[src/issr_pkg.sv]
// constants and types of the interrupt shadow and status register block
package issr_pkg;
  localparam int unsigned AW = 8;
  localparam int unsigned DW = 32;
  localparam int unsigned NSRC = 32;
  localparam int unsigned LW = 3;
  localparam int unsigned SSW = 4;
  localparam int unsigned NEVT = 3;

  // register byte offsets
  localparam logic [AW-1:0] OFS_CTRL = 8'h00;
  localparam logic [AW-1:0] OFS_SHADOW = 8'h10;
  localparam logic [AW-1:0] OFS_STATUS = 8'h20;
  localparam logic [AW-1:0] OFS_RELOAD = 8'h30;
  localparam logic [AW-1:0] OFS_FLAG = 8'h40;
  localparam logic [AW-1:0] OFS_ENABLE = 8'h50;
  localparam logic [AW-1:0] OFS_EVT_STAT = 8'h60;
  localparam logic [AW-1:0] OFS_EVT_CLR = 8'h64;
  localparam logic [AW-1:0] OFS_EVT_EN = 8'h68;

  // field positions
  localparam int unsigned CTRL_MULTI_VECTOR_SEL_BIT = 12;
  localparam int unsigned CTRL_THR_LSB = 8;
  localparam int unsigned SHADOW_SV_BIT = 0;
  localparam int unsigned SHADOW_LSB = 4;
  localparam int unsigned STAT_LVL_LSB = 8;
  localparam int unsigned NUM_W = 8;

  // writable masks, unimplemented bits stay zero
  localparam logic [DW-1:0] SHADOW_MASK = 32'hffff_fff1;
  localparam logic [DW-1:0] CTRL_MASK = 32'h0000_1700;

  // event bits
  localparam int unsigned EVT_FLAGGED = 0;
  localparam int unsigned EVT_SERVICED = 1;
  localparam int unsigned EVT_PROX = 2;

  // reset values
  localparam logic [DW-1:0] RST_WORD = 32'h0000_0000;
  localparam logic [LW-1:0] LVL_NONE = 3'h0;
  localparam logic [LW-1:0] THR_OFF = 3'h0;
  localparam logic [LW-1:0] SET_ZERO = 3'h0;

  typedef enum logic [0:0] {
    ST_IDLE,
    ST_PRESENT
  } issr_state_t;
endpackage : issr_pkg

[src/issr_top.sv]
// interrupt shadow select, service status, proximity reload and flag/enable registers
`timescale 1ns/1ns
module issr_top (
  // clock and reset
  input  wire logic                                      clk_sys,
  input  wire logic                                      rst_n,
  // register port
  input  wire logic [issr_pkg::AW-1:0]                   reg_addr,
  input  wire logic [issr_pkg::DW-1:0]                   reg_wdata,
  input  wire logic                                      reg_we,
  input  wire logic                                      reg_re,
  output logic      [issr_pkg::DW-1:0]                   reg_rdata_q,
  // peripheral sources and their priority levels
  input  wire logic [issr_pkg::NSRC-1:0]                 src_req,
  input  wire logic [issr_pkg::NSRC*issr_pkg::LW-1:0]    src_prio,
  // cpu exception interface
  output logic                                           cpu_irq_q,
  output logic      [issr_pkg::NUM_W-1:0]                cpu_irq_num_q,
  output logic      [issr_pkg::LW-1:0]                   cpu_irq_level_q,
  output logic                                           cpu_shadow_use_q,
  output logic      [issr_pkg::LW-1:0]                   cpu_shadow_set_q,
  input  wire logic                                      cpu_ack,
  // proximity timer
  output logic                                           prox_load_q,
  output logic      [issr_pkg::DW-1:0]                   prox_reload_q,
  // block interrupt
  output logic                                           irq_q
);
  logic [issr_pkg::DW-1:0]     ctrl_q;
  logic [issr_pkg::DW-1:0]     shadow_q;
  logic [issr_pkg::LW-1:0]     lvl_stat_q;
  logic [issr_pkg::NUM_W-1:0]  srv_num_q;
  logic [issr_pkg::NSRC-1:0]   flag_q;
  logic [issr_pkg::NSRC-1:0]   en_q;
  logic [issr_pkg::NEVT-1:0]   evt_q;
  logic [issr_pkg::NEVT-1:0]   evt_en_q;
  logic [issr_pkg::NSRC-1:0]   src_lvl;
  logic [issr_pkg::NSRC-1:0]   src_prev_q;
  logic [issr_pkg::NSRC-1:0]   src_rise;
  logic [issr_pkg::NSRC-1:0]   pend;
  logic [issr_pkg::LW-1:0]     best_lvl;
  logic [issr_pkg::NUM_W-1:0]  best_num;
  logic                        multi_vector_sel;
  logic [issr_pkg::LW-1:0]     thr;
  logic                        take;
  logic                        done;
  logic                        prox_hit;
  logic                        sel_use;
  logic [issr_pkg::LW-1:0]     sel_set;
  logic [issr_pkg::SSW-1:0]    sel_code;
  logic [issr_pkg::DW-1:0]     rd_d;
  logic [issr_pkg::NEVT-1:0]   evt_set;
  issr_pkg::issr_state_t       state_q;

  // decoded write strobes
  logic wr_ctrl;
  logic wr_shadow;
  logic wr_reload;
  logic wr_flag;
  logic wr_en;
  logic wr_evt_clr;
  logic wr_evt_en;

  assign wr_ctrl    = reg_we && reg_addr == issr_pkg::OFS_CTRL;
  assign wr_shadow  = reg_we && reg_addr == issr_pkg::OFS_SHADOW;
  assign wr_reload  = reg_we && reg_addr == issr_pkg::OFS_RELOAD;
  assign wr_flag    = reg_we && reg_addr == issr_pkg::OFS_FLAG;
  assign wr_en      = reg_we && reg_addr == issr_pkg::OFS_ENABLE;
  assign wr_evt_clr = reg_we && reg_addr == issr_pkg::OFS_EVT_CLR;
  assign wr_evt_en  = reg_we && reg_addr == issr_pkg::OFS_EVT_EN;

  assign multi_vector_sel = ctrl_q[issr_pkg::CTRL_MULTI_VECTOR_SEL_BIT];
  assign thr  = ctrl_q[issr_pkg::CTRL_THR_LSB +: issr_pkg::LW];

  // source synchroniser and edge detect
  issr_sync #(
    .W (issr_pkg::NSRC)
  ) u_sync (
    .clk_sys (clk_sys),
    .rst_n   (rst_n),
    .async_i (src_req),
    .level_o (src_lvl)
  );

  always_ff @(posedge clk_sys or negedge rst_n) begin
    if (!rst_n) begin
      src_prev_q <= '0;
    end else begin
      src_prev_q <= src_lvl;
    end
  end

  assign src_rise = src_lvl & ~src_prev_q;

  // control and configuration registers
  always_ff @(posedge clk_sys or negedge rst_n) begin
    if (!rst_n) begin
      ctrl_q   <= issr_pkg::RST_WORD;
      shadow_q <= issr_pkg::RST_WORD;
    end else begin
      if (wr_ctrl) begin
        ctrl_q <= reg_wdata & issr_pkg::CTRL_MASK;
      end
      if (wr_shadow) begin
        shadow_q <= reg_wdata & issr_pkg::SHADOW_MASK;
      end
    end
  end

  always_ff @(posedge clk_sys or negedge rst_n) begin
    if (!rst_n) begin
      prox_reload_q <= issr_pkg::RST_WORD;
    end else if (wr_reload) begin
      prox_reload_q <= reg_wdata;
    end
  end

  // flags: a rising request wins over a software write in the same cycle
  always_ff @(posedge clk_sys or negedge rst_n) begin
    if (!rst_n) begin
      flag_q <= '0;
    end else begin
      flag_q <= (wr_flag ? reg_wdata : flag_q) | src_rise;
    end
  end

  always_ff @(posedge clk_sys or negedge rst_n) begin
    if (!rst_n) begin
      en_q <= '0;
    end else if (wr_en) begin
      en_q <= reg_wdata;
    end
  end

  assign pend = flag_q & en_q;

  // highest level wins, ties go to the lowest source number
  always_comb begin
    best_lvl = issr_pkg::LVL_NONE;
    best_num = '0;
    for (int i = issr_pkg::NSRC - 1; i >= 0; i--) begin
      if (pend[i] && src_prio[i*issr_pkg::LW +: issr_pkg::LW] != issr_pkg::LVL_NONE &&
          src_prio[i*issr_pkg::LW +: issr_pkg::LW] >= best_lvl) begin
        best_lvl = src_prio[i*issr_pkg::LW +: issr_pkg::LW];
        best_num = issr_pkg::NUM_W'(i);
      end
    end
  end

  // shadow set lookup for the winning level
  assign sel_code = shadow_q[{best_lvl, 2'b00} +: issr_pkg::SSW];
  always_comb begin
    sel_set = sel_code[issr_pkg::SSW-1] ? issr_pkg::SET_ZERO : sel_code[issr_pkg::LW-1:0];
    sel_use = 1'b1;
    if (!multi_vector_sel) begin
      sel_use = shadow_q[issr_pkg::SHADOW_SV_BIT];
      if (!sel_use) begin
        sel_set = issr_pkg::SET_ZERO;
      end
    end
  end

  assign take     = state_q == issr_pkg::ST_IDLE && best_lvl != issr_pkg::LVL_NONE;
  assign done     = state_q == issr_pkg::ST_PRESENT && cpu_ack;
  assign prox_hit = take && thr != issr_pkg::THR_OFF && best_lvl <= thr;

  // presentation to the cpu, held until acknowledged
  always_ff @(posedge clk_sys or negedge rst_n) begin
    if (!rst_n) begin
      state_q          <= issr_pkg::ST_IDLE;
      cpu_irq_q        <= 1'b0;
      cpu_irq_num_q    <= '0;
      cpu_irq_level_q  <= issr_pkg::LVL_NONE;
      cpu_shadow_use_q <= 1'b0;
      cpu_shadow_set_q <= issr_pkg::SET_ZERO;
    end else begin
      case (state_q)
        issr_pkg::ST_IDLE: begin
          if (take) begin
            state_q          <= issr_pkg::ST_PRESENT;
            cpu_irq_q        <= 1'b1;
            cpu_irq_num_q    <= best_num;
            cpu_irq_level_q  <= best_lvl;
            cpu_shadow_use_q <= sel_use;
            cpu_shadow_set_q <= sel_set;
          end
        end
        issr_pkg::ST_PRESENT: begin
          if (cpu_ack) begin
            state_q   <= issr_pkg::ST_IDLE;
            cpu_irq_q <= 1'b0;
          end
        end
        default: begin
          state_q   <= issr_pkg::ST_IDLE;
          cpu_irq_q <= 1'b0;
        end
      endcase
    end
  end

  // service status
  always_ff @(posedge clk_sys or negedge rst_n) begin
    if (!rst_n) begin
      lvl_stat_q <= issr_pkg::LVL_NONE;
      srv_num_q  <= '0;
    end else begin
      if (take) begin
        lvl_stat_q <= best_lvl;
      end
      if (done) begin
        srv_num_q <= cpu_irq_num_q;
      end
    end
  end

  always_ff @(posedge clk_sys or negedge rst_n) begin
    if (!rst_n) begin
      prox_load_q <= 1'b0;
    end else begin
      prox_load_q <= prox_hit;
    end
  end

  // block events: sticky, set wins over clear
  assign evt_set = {prox_hit, done, |src_rise};

  always_ff @(posedge clk_sys or negedge rst_n) begin
    if (!rst_n) begin
      evt_q    <= '0;
      evt_en_q <= '0;
      irq_q    <= 1'b0;
    end else begin
      evt_q <= (wr_evt_clr ? evt_q & ~reg_wdata[issr_pkg::NEVT-1:0] : evt_q) | evt_set;
      if (wr_evt_en) begin
        evt_en_q <= reg_wdata[issr_pkg::NEVT-1:0];
      end
      irq_q <= |(evt_q & evt_en_q);
    end
  end

  // read mux, unmapped and write-only addresses read zero
  always_comb begin
    rd_d = issr_pkg::RST_WORD;
    case (reg_addr)
      issr_pkg::OFS_CTRL:     rd_d = ctrl_q;
      issr_pkg::OFS_SHADOW:   rd_d = shadow_q;
      issr_pkg::OFS_STATUS:   rd_d = {21'h000000, lvl_stat_q, srv_num_q};
      issr_pkg::OFS_RELOAD:   rd_d = prox_reload_q;
      issr_pkg::OFS_FLAG:     rd_d = flag_q;
      issr_pkg::OFS_ENABLE:   rd_d = en_q;
      issr_pkg::OFS_EVT_STAT: rd_d = {29'h00000000, evt_q};
      issr_pkg::OFS_EVT_EN:   rd_d = {29'h00000000, evt_en_q};
      default:                rd_d = issr_pkg::RST_WORD;
    endcase
  end

  always_ff @(posedge clk_sys or negedge rst_n) begin
    if (!rst_n) begin
      reg_rdata_q <= issr_pkg::RST_WORD;
    end else begin
      reg_rdata_q <= reg_re ? rd_d : issr_pkg::RST_WORD;
    end
  end
endmodule : issr_top

[src/issr_sync.sv]
// three-stage synchroniser that accepts a change once stages two and three agree
`timescale 1ns/1ns
module issr_sync #(
  parameter int unsigned W = 32
) (
  // clock and reset
  input  wire logic         clk_sys,
  input  wire logic         rst_n,
  // raw and filtered levels
  input  wire logic [W-1:0] async_i,
  output logic      [W-1:0] level_o
);
  logic [W-1:0] s1_q;
  logic [W-1:0] s2_q;
  logic [W-1:0] s3_q;

  always_ff @(posedge clk_sys or negedge rst_n) begin
    if (!rst_n) begin
      s1_q <= '0;
      s2_q <= '0;
      s3_q <= '0;
    end else begin
      s1_q <= async_i;
      s2_q <= s1_q;
      s3_q <= s2_q;
    end
  end

  // take stage three only where stages two and three agree
  always_ff @(posedge clk_sys or negedge rst_n) begin
    if (!rst_n) begin
      level_o <= '0;
    end else begin
      level_o <= (s3_q & ~(s2_q ^ s3_q)) | (level_o & (s2_q ^ s3_q));
    end
  end
endmodule : issr_sync

[config.mk]
export PLATFORM = sky130hd
export DESIGN_NAME = issr_top
export DESIGN_NICKNAME = d
export VERILOG_FILES = /design/src/issr_pkg.sv /design/src/issr_top.sv /design/src/issr_sync.sv
export SDC_FILE = /design/constraint.sdc
export NUM_CORES = 1
export LEC_CHECK = 0
export ABC_CLOCK_PERIOD_IN_PS = 44100
export BUFFER_PORTS_ARGS = -buffer_cell sky130_fd_sc_hd__buf_4
export CORE_ASPECT_RATIO = 0.9
export CORE_UTILIZATION = 45
export CTS_BUF_LIST = sky130_fd_sc_hd__clkbuf_4
export DETAILED_ROUTE_END_ITERATION = 10
export HOLD_SLACK_MARGIN = 0.03
export PLACE_DENSITY_LB_ADDON = 0.12
export SLEW_MARGIN = 10
export SYNTH_ARGS = -nofsm -noshare
export SYNTH_HDL_FRONTEND = slang
export SYNTH_HIERARCHICAL = 1
export SYNTH_SLANG_ARGS = --single-unit
[constraint.sdc]
create_clock -name clk_sys -period 44.1 [get_ports clk_sys]
set_clock_uncertainty 0.05 [all_clocks]
set_input_delay 6.615 -clock clk_sys [delete_from_list [all_inputs] [get_ports clk_sys]]
set_output_delay 6.615 -clock clk_sys [all_outputs]
set_load 0.005 [all_outputs]
==> flow_summary.toml, run 1 <==
[clock_tree]
worstSkewPairLatency_ns = 0.74
cts_tree = "built"
clockBufferDepth = 3
htreeDepth = 3
holdBufCountCts = 0
clk_pin_slew_ns = 0.07
ctsRootBufferMaster = "clkbuf_4"
cts_made_buffers = 88
cts_num_sinks = 348

[floorplanning]
die_h_um = 194
start_util_pct = 45.6
num_rows = 70
core_um2 = 40600
die_w_um = 216
die_area_um2 = 42000
io-pin-count = 255

[cells_and_area]
nets = 2621
final_common_cell = "buf_4"
layout_common_cells = "530 x buf_4, 348 x dfrtp_1, 191 x nand2_1"
drive_gt1_share_pct = 43.1
final_area_um2 = 25600
area_growth_pct = 38.3
fillers = 3381

[route]
drc = 0
num_vias = 17057
wl_per_cell_um = 20.9
drt_iter0_drc = 1225
viasPerCell = 5.64
drt-total-wl_um = 63000
first_pass_iters = 5
ant_nets = 0

[setup_path]
cp_slowest_cell = "a2111oi_4"
critPathBufInv = 10
path_common_cell = "nand2b_4"
critical_path.max_fanout = 5
r2r_start = "en_q[31]"
required_ns = 44.71
start_kind = "primary input"
max_stage_delay_ns = 0.44
path_class = "in -> reg"
cp.arrival_ns = 47.00
cp_top_family = "compound AO/OA/AOI/OAI gates"
end_kind = "register"
startpoint = "src_prio[95]"

[power]
p_comb_share_pct = 39.4
swShare_pct = 33.7
p_int_uw = 696
switching_power_uw = 354
p_per_area_nw_per_um2 = 41.0
total_power_uw = 1050
ir_drop_uv = 31.6
pwr-share-seq_pct = 34.6
p_leak_uw = 0.0122
clockPowerShare_pct = 26.0

[global_routing]
grt_max_degree = 169
grt_use_total_pct = 29.5
grt-ovfl-total = 0
antenna_found_initial = 4
grt_pass1_wl_um = 95700
grt_pass1_vias = 16719

[sta]
tightest_slew_ns = 1.15
setup_viol_count_final = 16
slew_violations = 0
relSlewSlack_pct = 22.4
whs_ns = 0.291
finalHoldViolations = 0
fin_crit_sh_pct = 105
period_needed_ns = 46.39
maxClockFrequency_mhz = 21.6
worst_slack_ns = -2.29
rsz0062_at_grt = "true"

[placement]
dpl-instance-area_um2 = 23100
gp_congestion = 0.943
portBuffers = 251
dp_hpwl_um = 47300

[outcome]
status = "complete, but fails checks"
violations = "negative setup slack"

[logic_synthesis]
synth-seq-cells = 348
syn_area_um2 = 18500
seq_area_frac_synth_pct = 47.0
synth_top_cell_area_share_pct = 47.0
synth_cells = 1826
synth_async_sr_flop_share_pct = 100
synth_cell_types = 102
ys.flop_type = "dfrtp_1"
synth-edff-count = 0
synth_area_leaders = "dfrtp_1 47%, mux2_2 6.9%, nand2_1 4.2%"
ys.warnings.count = 6
synth_top_cell_by_area = "dfrtp_1"
syn_area_per_cell_um2 = 10.1

[min_path]
min_from = "u_sync/s1_q[22]"
holdCritPathClass = "reg -> reg"

[run]
max-cap-violations = 0
## per-layer routing
metal | share of wire (%) | vias up | GRT usage, %
met1 | 46 | 8464 | 41.8
li1 | - | 7968 | -
met5 | 0 | - | 0
met4 | 2.1 | 0 | 8.54
met2 | 46 | 546 | 45.9
met3 | 6.3 | 79 | 5.73
## cells by family (layout without fill, tap and decap cells)
group / after synthesis / after routing / synth area share (%)
and+or+nand+nor: 644 / 644 / 16.8
AOI/OAI and AO/OA: 457 / 457 / 18.1
DFF: 348 / 348 / 47.0
muxes: 178 / 178 / 10.5
buffers and inverters: 119 / 769 / 2.59
adders and majority gates: 79 / 79 / 5.00
other: 1 / 7 / 0.0202
## power by group through the flow
| stage | clock network [µW] | registers [µW] | logic, µW |
|---|---|---|---|
| floorplan | 0 | 360 | 207 |
| global placement | 0 | 367 | 335 |
| detailed placement | 0 | 368 | 341 |
| CTS | 281 | 362 | 364 |
| global route | 298 | 365 | 445 |
| finish | 273 | 363 | 414 |
## metrics by stage
stage	setup TNS [ns]	cells	util [%]	setup slack [ns]
detailed placement	-50.20	2767	56.8	-3.33
CTS	-31.39	2970	60.9	-2.15
floorplan	-22.22	1828	-	-1.55
global route	-63.87	3021	63.1	-4.19
global placement	-26.77	2767	56.8	-1.90
finish	-33.51	3022	63.1	-2.29
## area by class of cell
class / count / area [µm²] / share of cell area (%)
Antenna cell: 4 / 10.0 / 0.0391
Timing Repair Buffer: 544 / 4170 / 16.3
Clock inverter: 30 / 173 / 0.674
Inverter: 67 / 251 / 0.981
Clock buffer: 128 / 961 / 3.75
Tap cell: 540 / 676 / 2.64
Sequential cell: 348 / 8710 / 34.0
Multi-Input combinational cell: 1361 / 10700 / 41.7
## final timing paths
kind | endpoint | slack (ns) | cells after the start
worst max-delay path | evt_q[2] | -2.29 | 239
worst min-delay path | u_sync/s2_q[22] | 0.29 | 0
worst max register to register | evt_q[2] | 3.04 | 238
worst min register to register | u_sync/s2_q[22] | 0.29 | 0
max in group asynchronous | flag_q[4] | 36.65 | 2
min in group asynchronous | u_sync/s2_q[3] | 5.92 | 1
## cells in the mapped netlist (10+ instances only)
cell and instances:
dfrtp_1 348, nand2_1 205, nor2_1 127, mux2_2 114, nand3_1 84, a21oi_1 82
inv_1 66, o21ai_0 65, nand2b_1 64, mux2i_1 63, ha_1 38, clkbuf_1 33
maj3_2 33, nor3_1 30, and2_1 29, and3_1 28, o22a_1 28, o21a_1 21
a31oi_1 20, o22ai_1 18, nor2b_1 16, o211ai_1 16, a211oi_1 15, a21o_1 14
nand4_1 14, o21ai_1 13, a22oi_1 10, o2111ai_1 10, o21bai_1 10
## worst register-to-register path, delay by kind of cell (launching register included)
family	cells	cell delay [ns]
muxes	5	1.42
and+or+nand+nor	85	10.23
adders and majority gates	40	10.87
buffers and inverters	9	0.94
DFF	1	0.57
AOI/OAI and AO/OA	99	16.94
## registers in the layout, indices dropped and copies added (netlist names), 29 cells and up, named ones only
register / count
flag_q: 32
en_q: 32
u_sync/s3_q: 32
src_prev_q: 32
u_sync/s1_q: 32
prox_reload_q: 32
shadow_q: 29
reg_rdata_q: 32
u_sync/s2_q: 32
## repair_timing
action                                 4_1_cts  5_1_grt
setup endpoints to repair                   16       16
resized for setup                           35      107
gates cloned                                 0        0
pin swaps                                   60       84
setup buffers                               45       49
endpoints found under the hold margin        0        0
No activity file was read; power rests on OpenSTA's default activity.
==> run 2: changes to the inputs <==
--- a/config.mk
+++ b/config.mk
@@ -5,10 +5,12 @@
 export SDC_FILE = /design/constraint.sdc
 export NUM_CORES = 1
 export LEC_CHECK = 0
-export ABC_CLOCK_PERIOD_IN_PS = 44100
+export ABC_CLOCK_PERIOD_IN_PS = 45400
 export BUFFER_PORTS_ARGS = -buffer_cell sky130_fd_sc_hd__buf_4
+export CELL_PAD_IN_SITES_DETAIL_PLACEMENT = 1
+export CELL_PAD_IN_SITES_GLOBAL_PLACEMENT = 2
 export CORE_ASPECT_RATIO = 0.9
-export CORE_UTILIZATION = 45
+export CORE_UTILIZATION = 38
 export CTS_BUF_LIST = sky130_fd_sc_hd__clkbuf_4
 export DETAILED_ROUTE_END_ITERATION = 10
 export HOLD_SLACK_MARGIN = 0.03
==> constraint.sdc (replaced) <==
create_clock -name clk_sys -period 45.4 [get_ports clk_sys]
set_clock_uncertainty 0.05 [all_clocks]
set_input_delay 6.81 -clock clk_sys [delete_from_list [all_inputs] [get_ports clk_sys]]
set_output_delay 6.81 -clock clk_sys [all_outputs]
set_load 0.005 [all_outputs]
==> run 2 against run 1 <==
Effect of this change:
- the flow still finishes with violations (negative setup slack)
- power rose by 1.9%
- combinational power rose by 5.3%
- wire length rose by 17%
- critical path depth fell by 4
- non-clock buffer count rose by 49
- hold slack got worse by 0.0020 ns
- first-iteration DRC count fell by 19%
- sequential power fell by 2%
- sequential share of layout area fell by 0.81 points
==> flow_summary.toml, run 2 (synthesis results as in run 1) <==
[floorplanning]
die_w_um = 235
start_util_pct = 38.6
num_rows = 76
die_h_um = 211
core_um2 = 48000
io-pin-count = 255
die_area_um2 = 49600

[power]
p_per_area_nw_per_um2 = 40.7
p_leak_uw = 0.0125
ir_drop_uv = 32.9

[setup_path]
required_ns = 46.00
cp_slowest_cell = "a2111o_1"
max_stage_delay_ns = 0.42
path_common_cell = "nand2b_4"
cp.arrival_ns = 47.52
reg2regPathDepth = 234
critical_path.max_fanout = 5
path_class = "in -> reg"
end_kind = "register"
start_kind = "primary input"

[route]
num_vias = 17614
drt_iter0_drc = 998
wl_per_cell_um = 23.4
ant_nets = 0
viasPerCell = 5.59
drc = 0
first_pass_iters = 5
drt-total-wl_um = 73600

[clock_tree]
clk_pin_slew_ns = 0.07
cts_made_buffers = 92
worstSkewPairLatency_ns = 0.74
ctsRootBufferMaster = "clkbuf_4"
cts_num_sinks = 348
htreeDepth = 3
clockBufferDepth = 3
cts_tree = "built"

[cells_and_area]
layout_common_cells = "573 x buf_4, 348 x dfrtp_1, 182 x nand2_1"
fin_util_pct = 54.7
final_common_cell = "buf_4"
nets = 2674
drive_gt1_share_pct = 45.6
area_growth_pct = 41.7
stdcell_count = 3151

[sta]
relSlewSlack_pct = 23.8
slew_violations = 0
rsz0062_at_grt = "true"
maxClockFrequency_mhz = 21.3
finalHoldViolations = 0
tightest_slew_ns = 1.14
fin_crit_sh_pct = 103
setup_viol_count_final = 16
period_needed_ns = 46.93
worst_slack_ns = -1.53
fin_tns_setup_ns = -22.24

[placement]
place_inst = 2831
gp_congestion = 0.953
portBuffers = 251
dp_hpwl_um = 53600
place_ws_ns = -2.85

[global_routing]
grt.met1_usage_pct = 41.1
grt_use_total_pct = 29.4
busiest_layer = "met2"
grt_pass1_wl_um = 111000
grt_max_degree = 169
grtUsageMet3_pct = 4.32
grt_pass1_vias = 18682
use_met2_pct = 46.8
antenna_found_initial = 2
grt-ovfl-total = 0

[outcome]
status = "complete, but fails checks"
violations = "negative setup slack"

[min_path]
holdCritPathClass = "reg -> reg"
hold_depth = 0

[run]
max-cap-violations = 0
==> run 2: layout make-up <==
| cell class | count | area (µm²) |
|---|---|---|
| well taps | 624 | 781 |
| flip-flops and latches | 348 | 8710 |
| clock buffers | 140 | 1050 |
| repair buffers | 593 | 4550 |
| diodes | 1 | 2.50 |
| clock inverters | 17 | 126 |
| multi-input cells | 1361 | 10800 |
| fillers | 5274 | 21800 |
| inverters | 67 | 251 |
==> run 2: metrics by stage <==
step	total power (µW)	hold slack [ns]	instance area, µm²
after CTS	1050	0.289	25700
after global placement	689	0.283	23100
after global routing	1130	0.300	26300
after detailed placement	698	0.286	23100
after floorplan	550	0.281	19200
final	1070	0.289	26300
==> run 2: metal layers <==
metal / part of all wire (%) / wire length, µm
met5: 0.018 / 13
met4: 2.6 / 1890
met3: 4.6 / 3410
met2: 46 / 33900
met1: 47 / 34400
==> run 2: timing repair <==
| action | in CTS | in global routing |
|---|---|---|
| cloned | 2 | 0 |
| endpoints found under the hold margin | 0 | 0 |
| pin swaps | 95 | 67 |
| resized for setup | 100 | 72 |
| hold buffers | 0 | 0 |
| setup buffers | 131 | 32 |
| setup endpoints to repair | 16 | 16 |
==> run 2: report_power, final <==
part / internal, µW / switching (µW) / total (µW)
registers: 333 / 23.0 / 356
logic: 218 / 218 / 436
clock network: 151 / 127 / 278
==> run 2: path summary, 6_finish.rpt <==
check / from / to / slack (ns)
max in group asynchronous: rst_n / reg_rdata_q[18] / 37.72
worst max-delay path: src_prio[93] / cpu_shadow_set_q[0] / -1.53
worst max register to register: en_q[31] / cpu_shadow_set_q[0] / 4.00
worst min register to register: u_sync/s1_q[9] / u_sync/s2_q[9] / 0.29
worst min-delay path: u_sync/s1_q[9] / u_sync/s2_q[9] / 0.29
min in group asynchronous: rst_n / src_prev_q[0] / 6.11
==> run 2: critical path: cells and delay by family <==
kind	cells	cell delay, ns
AOI/OAI and AO/OA	97	16.84
adders and majority gates	39	10.66
and+or+nand+nor	83	10.31
muxes	6	1.81
buffers and inverters	10	1.06
